<file path="config.mk">
export PLATFORM = sky130hd
export DESIGN_NAME = dmac_six_ch
export DESIGN_NICKNAME = d
export VERILOG_FILES = /design/src/common/dmac_pkg.sv /design/src/common/dmac_buf_if.sv /design/src/rtl/dmac_six_ch.sv /design/src/rtl/dmac_fifo2.sv
export VERILOG_INCLUDE_DIRS = /design/src /design/src/common
export SDC_FILE = /design/constraint.sdc
export NUM_CORES = 1
export LEC_CHECK = 0
export BUFFER_PORTS_ARGS = -buffer_cell sky130_fd_sc_hd__buf_2
export CORE_AREA = 2 2 178 180
export DETAILED_ROUTE_END_ITERATION = 8
export DIE_AREA = 0 0 180 182
export GPL_ROUTABILITY_DRIVEN = 0
export PLACE_DENSITY_LB_ADDON = 0.05
export SETUP_SLACK_MARGIN = 0.3
export SLEW_MARGIN = 20
export SYNTH_ARGS = -nofsm -noshare
export SYNTH_HDL_FRONTEND = slang
export SYNTH_SLANG_ARGS = --single-unit
</file>
<file path="constraint.sdc">
create_clock -name clk -period 31.5 [get_ports clk]
set_input_delay 9.45 -clock clk [delete_from_list [all_inputs] [get_ports clk]]
set_output_delay 9.45 -clock clk [all_outputs]
set_load 0.01 [all_outputs]
</file>
<file path="src/common/dmac_map.svh">
`ifndef DMAC_MAP_SVH
`define DMAC_MAP_SVH

// channel count and buffer depth
`define DMAC_NCH          6
`define DMAC_BUF_DEPTH    2'h2

// cycle type codes held in the control word
`define DMAC_CC_INVALID   3'h0
`define DMAC_CC_BASIC     3'h1
`define DMAC_CC_AUTO      3'h2
`define DMAC_CC_PINGPONG  3'h3

// control word field positions
`define DMAC_CC_LSB       0
`define DMAC_CC_MSB       2
`define DMAC_N_LSB        4
`define DMAC_N_MSB        13
`define DMAC_R_LSB        14
`define DMAC_R_MSB        17
`define DMAC_SINC_BIT     18
`define DMAC_DINC_BIT     19

// control structure layout in system memory
`define DMAC_OFS_SRC      4'h0
`define DMAC_OFS_DST      4'h4
`define DMAC_OFS_CTL      4'h8

`endif

</file>
<file path="src/common/dmac_pkg.sv">
package dmac_pkg;

  typedef enum logic [2:0] {
    ST_IDLE, ST_FCTL, ST_FSRC, ST_FDST, ST_XFER, ST_WBCTL
  } dmac_state_t;

  typedef struct packed {
    dmac_state_t st;
    logic [2:0]  ch;
    logic [5:0]  pend;
    logic [5:0]  alt;
    logic [5:0]  done;
    logic        busy;
    logic [31:0] ctl;
    logic [31:0] src_end;
    logic [31:0] dst_end;
    logic [10:0] rd_rem;
    logic [10:0] wr_rem;
    logic [15:0] rd_left;
    logic [15:0] wr_left;
    logic        bus_req;
    logic        bus_we;
    logic [31:0] bus_addr;
    logic [31:0] bus_wdata;
  } dmac_core_t;

  typedef struct packed {
    logic [1:0][31:0] mem;
    logic             wp;
    logic             rp;
    logic [1:0]       cnt;
  } dmac_fifo_t;

  // lowest set bit wins; returns {found, index}
  function automatic logic [3:0] dmac_pick(input logic [5:0] v);
    logic [3:0] r;
    r = 4'h0;
    for (int i = 5; i >= 0; i--) begin
      if (v[i]) begin
        r = {1'b1, 3'(i)};
      end
    end
    return r;
  endfunction

endpackage

</file>
<file path="src/common/dmac_buf_if.sv">
`timescale 1ns/1ps
`default_nettype none
interface dmac_buf_if;
  logic        in_valid;
  logic        in_ready;
  logic [31:0] in_data;
  logic        out_valid;
  logic        out_ready;
  logic [31:0] out_data;

  modport buf_side (input in_valid, input in_data, input out_ready,
                    output in_ready, output out_valid, output out_data);
  modport user_side (output in_valid, output in_data, output out_ready,
                     input in_ready, input out_valid, input out_data);
endinterface
`default_nettype wire

</file>
<file path="src/rtl/dmac_six_ch.sv">
`timescale 1ns/1ps
`default_nettype none
`include "dmac_map.svh"
// Behaviour
// RL1 - six independent channels, each serving requests from its peripherals.
// RL2 - each channel starts on its hardware request lines or a software trigger.
// RL3 - per-channel high or default priority; high wins arbitration.
// RL4 - memory-to-memory and offload-memory transfers are started by software only.
// RL5 - channels 1-4 take sync port 0/1 and serial 0/1 requests; 5,6 none.
// RL6 - serial and sync port channels start on hardware or software request.
// RL7 - any bus address (flash, SRAM, peripherals) may be source or destination.
// RL8 - four-bit exponent R: re-arbitrate after every 2^R transfers.
// RL9 - full 2^R bursts first, leftover transfers at the end.
// RL10 - software avoids large R on low-priority channels.
// RL11 - cycle type field selects invalid, basic, auto-request or ping-pong.
// RL12 - completed cycle writes invalid type back into its structure.
// RL13 - basic: on request do 2^R transfers, finish when none remain.
// RL14 - basic: after a burst arbitrate; continue only on a new request.
// RL15 - completion pulses the channel's done output for one clock.
// RL16 - auto-request: one request completes the whole cycle.
// RL17 - auto-request: after a burst re-arbitrate and continue if still highest.
// RL18 - ping-pong alternates structures until invalid, basic, or disabled.
// RL19 - idle ping-pong structure may be rewritten and starts next.
// RL20 - unreprogrammed idle structure reads invalid and ends ping-pong.
// RL21 - fetch control structure over the bus; write back count and type.
// RL22 - requests on disabled channels are ignored; no transfer, no done.
module dmac_six_ch (
  input  wire logic        clk,
  input  wire logic        rst,
  input  wire logic [5:0]  ch_enable,
  input  wire logic [5:0]  ch_high_prio,
  input  wire logic [5:0]  ch_alt_select,
  input  wire logic [5:0]  sw_request,
  input  wire logic        sync_port0_tx_request,
  input  wire logic        sync_port0_rx_request,
  input  wire logic        sync_port1_tx_request,
  input  wire logic        sync_port1_rx_request,
  input  wire logic        serial0_tx_request,
  input  wire logic        serial0_rx_request,
  input  wire logic        serial1_tx_request,
  input  wire logic        serial1_rx_request,
  input  wire logic [31:0] ctrl_base,
  output logic             bus_req,
  output logic             bus_we,
  output logic [31:0]      bus_addr,
  output logic [31:0]      bus_wdata,
  input  wire logic [31:0] bus_rdata,
  input  wire logic        bus_ack,
  output logic [5:0]       dma_done,
  output logic [5:0]       ch_alt_active,
  output logic             busy,
  output logic [2:0]       active_ch
);
  import dmac_pkg::*;

  dmac_core_t  q;
  dmac_core_t  n;
  logic [5:0]  hw_req;
  logic [5:0]  req_in;
  logic [5:0]  clr;
  logic [5:0]  self_set;
  logic [3:0]  pick_hi;
  logic [3:0]  pick_any;
  logic [2:0]  gch;
  logic [2:0]  cc_rd;
  logic [10:0] rem_rd;
  logic [15:0] pow_rd;

  dmac_buf_if bif ();

  dmac_fifo2 u_buf (
    .clk (clk),
    .rst (rst),
    .bi  (bif.buf_side)
  );

  // structure address: alternate set sits 0x80 above the primary set
  function automatic logic [31:0] struct_addr(input logic [31:0] base, input logic alt,
                                              input logic [2:0] ch, input logic [3:0] ofs);
    struct_addr = base + {24'h0, alt, ch, ofs};
  endfunction

  ////////////////////////////////////////////////////////////////////////////
  // fixed request wiring; channels 5 and 6 only see software
  assign hw_req = {2'b00,
                   serial1_tx_request | serial1_rx_request,
                   serial0_tx_request | serial0_rx_request,
                   sync_port1_tx_request | sync_port1_rx_request,
                   sync_port0_tx_request | sync_port0_rx_request}; // RL5
  assign req_in = hw_req | sw_request; // RL2 RL6

  // high priority first, lowest channel index breaks ties
  assign pick_hi = dmac_pick(q.pend & ch_enable & ch_high_prio); // RL3
  assign pick_any = dmac_pick(q.pend & ch_enable);
  assign gch = pick_hi[3] ? pick_hi[2:0] : pick_any[2:0];

  // fields of the control word as it arrives from memory
  assign cc_rd = bus_rdata[`DMAC_CC_MSB:`DMAC_CC_LSB];
  assign rem_rd = {1'b0, bus_rdata[`DMAC_N_MSB:`DMAC_N_LSB]} + 11'h1;
  assign pow_rd = 16'h1 << bus_rdata[`DMAC_R_MSB:`DMAC_R_LSB]; // RL8

  ////////////////////////////////////////////////////////////////////////////
  // next-state logic for the whole engine
  always_comb begin
    n = q;
    n.done = 6'h0;
    clr = 6'h0;
    self_set = 6'h0;
    bif.in_valid = 1'b0;
    bif.in_data = bus_rdata;
    bif.out_ready = 1'b0;
    unique case (q.st)
      ST_IDLE: begin
        if (pick_any[3]) begin // RL1
          n.ch = gch;
          clr[gch] = 1'b1;
          n.st = ST_FCTL;
          n.bus_req = 1'b1;
          n.bus_we = 1'b0;
          n.bus_addr = struct_addr(ctrl_base, q.alt[gch], gch, `DMAC_OFS_CTL); // RL21
        end
      end
      ST_FCTL: begin
        if (bus_ack) begin
          n.bus_req = 1'b0;
          n.ctl = bus_rdata;
          // unknown codes are handled as invalid: nothing runs, no done
          if (cc_rd == `DMAC_CC_INVALID || cc_rd > `DMAC_CC_PINGPONG) begin // RL11 RL20
            n.st = ST_IDLE;
          end else begin
            n.st = ST_FSRC;
            n.rd_rem = rem_rd;
            n.wr_rem = rem_rd;
            n.rd_left = ({5'h0, rem_rd} < pow_rd) ? {5'h0, rem_rd} : pow_rd; // RL9
            n.wr_left = ({5'h0, rem_rd} < pow_rd) ? {5'h0, rem_rd} : pow_rd;
            n.bus_req = 1'b1;
            n.bus_addr = struct_addr(ctrl_base, q.alt[q.ch], q.ch, `DMAC_OFS_SRC); // RL21
          end
        end
      end
      ST_FSRC: begin
        if (bus_ack) begin
          n.src_end = bus_rdata;
          n.st = ST_FDST;
          n.bus_addr = struct_addr(ctrl_base, q.alt[q.ch], q.ch, `DMAC_OFS_DST);
        end
      end
      ST_FDST: begin
        if (bus_ack) begin
          n.bus_req = 1'b0;
          n.dst_end = bus_rdata;
          n.st = ST_XFER;
        end
      end
      ST_XFER: begin
        // reads run ahead into the buffer; a slow write stalls further reads
        if (q.bus_req) begin
          if (bus_ack) begin
            n.bus_req = 1'b0;
            bif.in_valid = !q.bus_we;
          end
        end else if (q.rd_left != 16'h0 && bif.in_ready) begin
          n.bus_req = 1'b1;
          n.bus_we = 1'b0;
          n.bus_addr = q.ctl[`DMAC_SINC_BIT] ?
                       q.src_end - {19'h0, q.rd_rem - 11'h1, 2'b00} : q.src_end; // RL7
          n.rd_left = q.rd_left - 16'h1;
          n.rd_rem = q.rd_rem - 11'h1;
        end else if (bif.out_valid) begin
          bif.out_ready = 1'b1;
          n.bus_req = 1'b1;
          n.bus_we = 1'b1;
          n.bus_wdata = bif.out_data;
          n.bus_addr = q.ctl[`DMAC_DINC_BIT] ?
                       q.dst_end - {19'h0, q.wr_rem - 11'h1, 2'b00} : q.dst_end; // RL7
          n.wr_left = q.wr_left - 16'h1;
          n.wr_rem = q.wr_rem - 11'h1;
        end else if (q.wr_left == 16'h0) begin
          // burst over: store remaining count and, when finished, invalid type
          n.st = ST_WBCTL;
          n.bus_req = 1'b1;
          n.bus_we = 1'b1;
          n.bus_addr = struct_addr(ctrl_base, q.alt[q.ch], q.ch, `DMAC_OFS_CTL); // RL21
          n.bus_wdata = q.ctl;
          n.bus_wdata[`DMAC_N_MSB:`DMAC_N_LSB] = (q.wr_rem == 11'h0) ?
                                                 10'h0 : 10'(q.wr_rem - 11'h1);
          if (q.wr_rem == 11'h0) begin
            n.bus_wdata[`DMAC_CC_MSB:`DMAC_CC_LSB] = `DMAC_CC_INVALID; // RL12
          end
        end
      end
      ST_WBCTL: begin
        if (bus_ack) begin
          n.bus_req = 1'b0;
          n.st = ST_IDLE;
          if (q.wr_rem == 11'h0) begin
            n.done[q.ch] = 1'b1; // RL13 RL15
            if (q.ctl[`DMAC_CC_MSB:`DMAC_CC_LSB] == `DMAC_CC_PINGPONG) begin
              // swap to the other structure and re-queue the channel at once
              n.alt[q.ch] = ~q.alt[q.ch]; // RL18
              self_set[q.ch] = 1'b1; // RL19
            end
          end else if (q.ctl[`DMAC_CC_MSB:`DMAC_CC_LSB] == `DMAC_CC_AUTO) begin
            self_set[q.ch] = 1'b1; // RL16 RL17
          end
          // basic and ping-pong mid-cycle wait for a fresh request here
        end // RL14
      end
    endcase
    // a request in the grant cycle survives the clear; disabled drops all
    n.pend = ((q.pend & ~clr) | req_in | self_set) & ch_enable; // RL22 RL2
    // structure choice follows software while the channel is off
    for (int i = 0; i < `DMAC_NCH; i++) begin
      if (!ch_enable[i]) begin
        n.alt[i] = ch_alt_select[i]; // RL18
      end
    end
    n.busy = (n.st != ST_IDLE);
  end

  always_ff @(posedge clk or posedge rst) begin
    if (rst) begin
      q <= '0;
    end else begin
      q <= n;
    end
  end

  // every output is a field of the state register
  assign bus_req = q.bus_req;
  assign bus_we = q.bus_we;
  assign bus_addr = q.bus_addr;
  assign bus_wdata = q.bus_wdata;
  assign dma_done = q.done;
  assign ch_alt_active = q.alt;
  assign busy = q.busy;
  assign active_ch = q.ch;
endmodule
`default_nettype wire

</file>
<file path="src/rtl/dmac_fifo2.sv">
`timescale 1ns/1ps
`default_nettype none
`include "dmac_map.svh"
module dmac_fifo2 (
  input wire logic     clk,
  input wire logic     rst,
  dmac_buf_if.buf_side bi
);
  import dmac_pkg::*;

  dmac_fifo_t q;
  dmac_fifo_t n;
  logic       push;
  logic       pop;

  // two-entry ring; full and empty come straight from the count
  always_comb begin
    n = q;
    bi.in_ready = (q.cnt != `DMAC_BUF_DEPTH);
    bi.out_valid = (q.cnt != 2'h0);
    bi.out_data = q.mem[q.rp];
    push = bi.in_valid && bi.in_ready;
    pop = bi.out_valid && bi.out_ready;
    if (push) begin
      n.mem[q.wp] = bi.in_data;
      n.wp = ~q.wp;
    end
    if (pop) begin
      n.rp = ~q.rp;
    end
    n.cnt = q.cnt + {1'b0, push} - {1'b0, pop};
  end

  always_ff @(posedge clk or posedge rst) begin
    if (rst) begin
      q <= '0;
    end else begin
      q <= n;
    end
  end
endmodule
`default_nettype wire

</file>
# Word level (Yosys, flattened, before mapping)
# Index checks and enable logic that the tools add are counted.
classes:
  n_addsub: 13
  order_cmp: 9
  eq_ne: 42
  shifts: 1
  mux: 92
  n_bitwise: 17
  n_reduce_logical: 37
ops:
  columns: ["cell", "n"]
  rows:
  - ["$mux 32", 9]
  - ["$mux 66", 2]
  - ["$add 32x8->32", 4]
  - ["$pmux 32 s4", 1]
  - ["$mux 55", 2]
  - ["$pmux 54 s2", 1]
  - ["$mux 34", 2]
  - ["$mux 65", 1]
  - ["$bwmux 64", 1]
  - ["$mux 16", 4]
  - ["$sub 32x13->32", 2]
  - ["$mux 54", 1]
  - ["$mux 6", 9]
  - ["$ne 2x1->1 const B", 25]
  - ["$mux 4", 12]
  - ["$mux 12", 3]
  - ["$reduce_and 4->1", 9]
  - ["$mux 11", 3]
  - ["$demux 32 s1", 1]
  - ["$sub 16x1->16 const B", 2]
  - ["$mux 3", 10]
  - ["$and 6x6->6", 4]
  - ["$sub 11x1->11 const B", 2]
  - ["$mux 1", 20]
  - ["43 further kinds", 81]
totals:
  regBits: 309
  out_inout_bits: 82
  elab_cells: 238

# Logic depth before layout (Yosys ltp)
depth:
  ltp_word: 20
  mapped_depth: 19
  depth_no_buf: 18

# Cells and area by module
# Synthesis repeated with hierarchy kept, for this count alone.
unflattened:
  cells_unflattened: 2374
  hier_area_um2: 21299.2
modules_own_cells:
  columns: ["module", "n_inst", "cells_each", "area_each_um2", "seq_area_each_um2"]
  rows:
  - ["dmac_six_ch", 1, 2180, 18154.9, 5780.5]
  - ["dmac_fifo2", 1, 194, 3144.3, 1701.6]

# Least setup slack after synthesis
# No wires, ideal clock.
synth_path:
  path_type: "input -> register"
  start: "input ch_enable[4]"
  end: "register q, in the netlist bus_addr[20]"
  setup_time_ps: 77
  arrival_time_ps: 12720
  slack_ps: 18703
  path_stages: 18
  n_path_buf: 1
  path_cell_list: "nand2_1 > a32oi_1 > a21oi_1 > a21oi_1 > o31ai_1 > a21oi_1 > mux4_2 > nand2_1 > o21ai_0 > ha_1 > a21oi_1 > or2_2 > clkbuf_1 > nor3_1 > xnor2_1 > a2111oi_0 > a21oi_1 > o21ai_1"
synth_via:
  elab_chain_len: 13
  word_cells_on_any_way: 20
  cone_classes: "add/sub (1); eq/ne (1); mux (15); bitwise (2); reduce/logical (1)"
synth_rtl:
  columns: ["element", "line", "rtl"]
  rows:
  - ["start, declared", "dmac_six_ch.sv:30", "input wire logic [5:0] ch_enable,"]
  - ["$and 6x6->6 (*)", "dmac_six_ch.sv:93, dmac_six_ch.sv:94", null]
  - ["$and 6x6->6", "dmac_six_ch.sv:93", "assign pick_hi = dmac_pick(q.pend & ch_enable & ch_high_prio);"]
  - ["$mux 4 (5 in a row)", "dmac_pkg.sv:39", "if (v[i]) begin"]
  - ["$mux 3", "dmac_six_ch.sv:95", "assign gch = pick_hi[3] ? pick_hi[2:0] : pick_any[2:0];"]
  - ["$bmux 1 s3", "dmac_six_ch.sv:120", "n.bus_addr = struct_addr(ctrl_base, q.alt[gch], gch, `DMAC_OFS_CTL);"]
  - ["$mux 1 (not written as such)", "dmac_six_ch.sv:120", null]
  - ["$add 32x8->32", "dmac_six_ch.sv:80", "struct_addr = base + {24'h0, alt, ch, ofs};"]
  - ["$mux 34", "dmac_six_ch.sv:114", "if (pick_any[3]) begin"]
  - ["$pmux 32 s4", "dmac_six_ch.sv:112", "unique case (q.st)"]
  - ["end signal, assigned", "dmac_six_ch.sv:225", "q <= n;"]
  - ["end, declared", "dmac_six_ch.sv:56", "dmac_core_t q;"]
# Every way passes the cells marked *; elsewhere a longest branch is shown, timed or not. The select of a mux whose other input is x is not followed.
# A chain may end at the register's enable or synchronous reset.

# Worst setup path in the final report
layout_path:
  start: "input ch_enable[5]"
  end: "register q, in the netlist bus_addr[14]"
layout_via:
  elab_chain_len: 14
  word_cells_on_any_way: 22
  cone_classes: "add/sub (1); eq/ne (1); mux (17); bitwise (2); reduce/logical (1)"
layout_rtl:
  columns: ["element", "line"]
  rows:
  - ["$and 6x6->6 (*)", "dmac_six_ch.sv:93, dmac_six_ch.sv:94"]
  - ["$and 6x6->6", "dmac_six_ch.sv:93"]
  - ["$mux 4 (6 in a row)", "dmac_pkg.sv:39"]
  - ["$mux 3", "dmac_six_ch.sv:95"]
  - ["$bmux 1 s3", "dmac_six_ch.sv:120"]
  - ["$mux 1 (not written as such)", "dmac_six_ch.sv:120"]
  - ["$add 32x8->32", "dmac_six_ch.sv:80"]
  - ["$mux 34", "dmac_six_ch.sv:114"]
  - ["$pmux 32 s4", "dmac_six_ch.sv:112"]
# Marked as above.

==> results.py <==
metrics = {
    "outcome": {
        "status": "finished with violations",
        "violations": "design-rule violations",
    },
    "hold_path": {
        "whs_endpoint": "bus_addr[7]",
        "hold_class": "flip-flop to flip-flop",
        "hold_path_depth": 2,
        "hp-start": "bus_addr[7]",
    },
    "sta": {
        "fin_crit_sh_pct": 42.07,
        "hold_viol": 0,
        "worst_slew_pin_slew_ns": 1.131,
        "setup_viol": 0,
        "fmax_ghz": 0.07547,
        "rsz0062_at_grt": "false",
        "fin_worst_skew_ns": 0.02344,
        "layout_setup_ws_ns": 18.25,
        "setup_tns_ns": 0,
        "slew_violations": 0,
        "relSlewSlack_pct": 24.03,
        "period_minus_slack_ns": 13.25,
    },
    "clocking": {
        "clk_pin_slew_ns": 0.05,
        "postCtsSetupBuffers": 0,
        "cts_tree": "built",
        "cts_hold_buf": 0,
        "htree_levels": 2,
        "clk_path_buf_depth": 3,
        "clockRootBuffer": "clkbuf_16",
        "post_cts_resized": 0,
        "clkLatencyLatePin_ns": 0.53,
        "clock_sink_count": 299,
        "cts_buffers": 34,
    },
    "synthesis": {
        "ys_seq_area_share_pct": 37.21,
        "synth.avg_cell_area_um2": 8.672,
        "synth_cell_types": 82,
        "synth_ff_type": "dfrtp_1",
        "ys_seq_elements": 299,
        "synth_area_um2": 20110,
        "syn_nets": 2467,
        "syn_inst": 2319,
        "async_flop_share_pct": 100.0,
        "synth_warnings": 0,
        "synth_edf_count": 0,
    },
    "die": {
        "core-area_um2": 30990,
        "num_rows": 65,
        "die_area_um2": 32760,
        "num_io_pins": 181,
        "die_y_um": 182,
        "initial_core_util_pct": 64.90,
        "die_width_um": 180,
    },
    "cells_and_area": {
        "seq_area_um2": 7483,
        "multi_input_area_um2": 11370,
        "postLayoutCellArea_um2": 21800,
        "drive_gt1_share_pct": 19.11,
        "diodes": 0,
        "syn2layout_area_growth_pct": 8.393,
        "n_fill_cell": 2494,
        "nNetsFinal": 2500,
        "stdcell_count": 2778,
    },
    "worst_setup_path": {
        "r2r-end": "q[80]",
        "critPathMaxFanout": 7,
        "path_cells": "buf_2, nand3_1, nand2b_1, nand2_1, a21oi_1, o31ai_1, a21oi_1, mux4_2, nand2_1, o21ai_0, ha_1, a21oi_1, nor2_1, and3_1, xor2_1, o221ai_1, a211oi_1, a211o_1",
        "critical_path.top_delay_family": "compound AO/OA/AOI/OAI gates",
        "r2r_slack_ns": 26.46,
        "critPathRequiredTime_ns": 31.89,
        "worstReg2RegStart": "q[240]",
        "reg2reg_depth": 10,
        "slowest_delay_ns": 0.67,
        "slowest_stage": "a21oi_1",
        "path_common_cell": "a21oi_1",
        "cp-end-kind": "flip-flop",
        "cp.arrival_ns": 13.64,
        "crit_type": "input port to flip-flop",
        "worstSetupStartpointType": "input port",
        "cp_num_buf_inv": 1,
    },
    "placement": {
        "placed_area_um2": 20680,
        "placed_cells": 2718,
        "pre_cts_slack_ns": 17.81,
        "dpl.hpwl_um": 43570,
        "port_buffers": 180,
    },
    "grt": {
        "grt_overflow_total": 0,
        "grt_max_degree": 106,
        "antenna_found_initial": 1,
        "grt_pass1_vias": 17520,
        "grt_pass1_wl_um": 97770,
        "grt_usage_pct": 37.27,
    },
    "route": {
        "routed_wl_um": 61990,
        "wl_per_cell_um": 22.31,
        "drt-pass1-iter-count": 9,
        "dr_total_vias": 18560,
        "drt-vias-per-instance": 6.680,
        "drt_iter0_markers": 2390,
        "postRouteAntennaNets": 0,
        "drc": 1,
    },
    "run": {
        "drv_cap": 0,
    },
    "power_and_ir_drop": {
        "p_leak_nw": 9.524,
        "p_per_area_nw_per_um2": 109.9,
        "p_total_mw": 2.395,
        "ir_drop_mv": 0.07018,
    },
}
cell families after synthesis:
logic type                 synth area share, %
DFF                                      37.21
buffers and inverters                    6.514
adders and majority gates                3.391
and+or+nand+nor                          17.24
muxes                                    10.42
AOI/OAI and AO/OA                        19.13
xor gates and xnor gates                 6.097
cell type report:
cell class                      count  area share, %
Clock buffer                       49          4.437
Clock inverter                     11         0.6830
Inverter                           57          1.016
Timing Repair Buffer              207          5.063
Multi-Input combinational cell   1753          52.16
Tap cell                          402          2.307
Sequential cell                   299          34.33
stage by stage:
step,hold WS [ns],util [%]
after detailed placement,0.4635,66.75
after global routing,0.4945,70.35
final,0.4733,70.35
after global placement,0.4548,66.72
after floorplan,0.4444,-
after CTS,0.4775,70.35
registers in the layout, indices dropped and copies added, names as in the netlist:
name	count
dma_done	6
q	149
ch_alt_active	6
busy	1
bus_we	1
bus_req	1
active_ch	3
bus_addr	32
bus_wdata	32
u_buf.q	68
cells in the mapped netlist (all sizes together), types with 13 or more instances:
library cell | count | area, µm²
dfrtp | 299 | 7482
nor2 | 236 | 888.4
o21ai | 226 | 1131
nand2 | 215 | 807.0
a21oi | 165 | 825.8
mux2 | 145 | 1633
clkbuf | 116 | 435.4
buf | 94 | 660.6
xnor2 | 83 | 745.7
nor3 | 65 | 352.8
inv | 57 | 214.0
xor2 | 54 | 480.5
nand3 | 48 | 240.2
ha | 44 | 550.5
mux2i | 44 | 440.4
a31oi | 42 | 262.8
nor2b | 24 | 152.6
nor4 | 23 | 150.1
o22ai | 21 | 131.4
a211oi | 20 | 150.1
and3 | 20 | 125.1
a221oi | 19 | 166.4
nand2b | 18 | 112.6
or3 | 18 | 112.6
a21o | 16 | 120.1
o31ai | 15 | 112.6
and2 | 13 | 81.33
o211ai | 13 | 97.59
or2 | 13 | 83.83
worst reg2reg max path, delay by kind of cell (launching register included):
| kind | cells | cell delay, ns |
|---|---|---|
| flops | 1 | 0.93 |
| xor+xnor | 1 | 0.16 |
| buf+inv | 2 | 1.01 |
| simple gates | 6 | 2.09 |
| compound gates | 1 | 0.69 |
worst max path at each step:
stage,depth (start not counted),endpoint,slack [ns],from
floorplan,1,active_ch[0],13.79,rst
global placement,18,bus_addr[14],17.86,ch_enable[5]
detailed placement,18,bus_addr[14],17.81,ch_enable[5]
CTS,18,bus_addr[14],18.31,ch_enable[5]
global route,18,bus_addr[14],17.89,ch_enable[4]
finish,18,bus_addr[14],18.25,ch_enable[5]
layer usage:
layer	wire length [µm]	GRT usage, %	vias to the layer above	part of all wire, %
met3	6823	7.942	248	11
met4	2891	15.48	2	4.7
met5	12	0	-	0.019
li1	-	-	8298	-
met1	25280	51.73	8813	41
met2	26980	57.01	1195	44
where the power goes:
part	internal [mW]	switching (mW)	total (mW)
clock	0.232	0.168	0.400
sequential	0.537	0.160	0.697
combinational	0.503	0.795	1.30
total	1.27	1.12	2.40
cells in the final DEF (no fill, tap or decap), types with 19 or more instances in the layout:
cell type	count
buf_2	180
nor2b_1	23
mux2_2	145
o21ai_0	221
mux2i_1	44
a31oi_1	42
dfrtp_1	298
and3_1	20
xnor2_1	82
a21oi_1	164
nand2_1	214
nand3_1	48
nor2_1	230
xor2_1	53
clkbuf_16	34
a211oi_1	20
a221oi_1	19
inv_1	56
buf_4	27
nor3_1	61
ha_1	44
nor4_1	22
o22ai_1	20
Power figures use the tool's default switching activity.
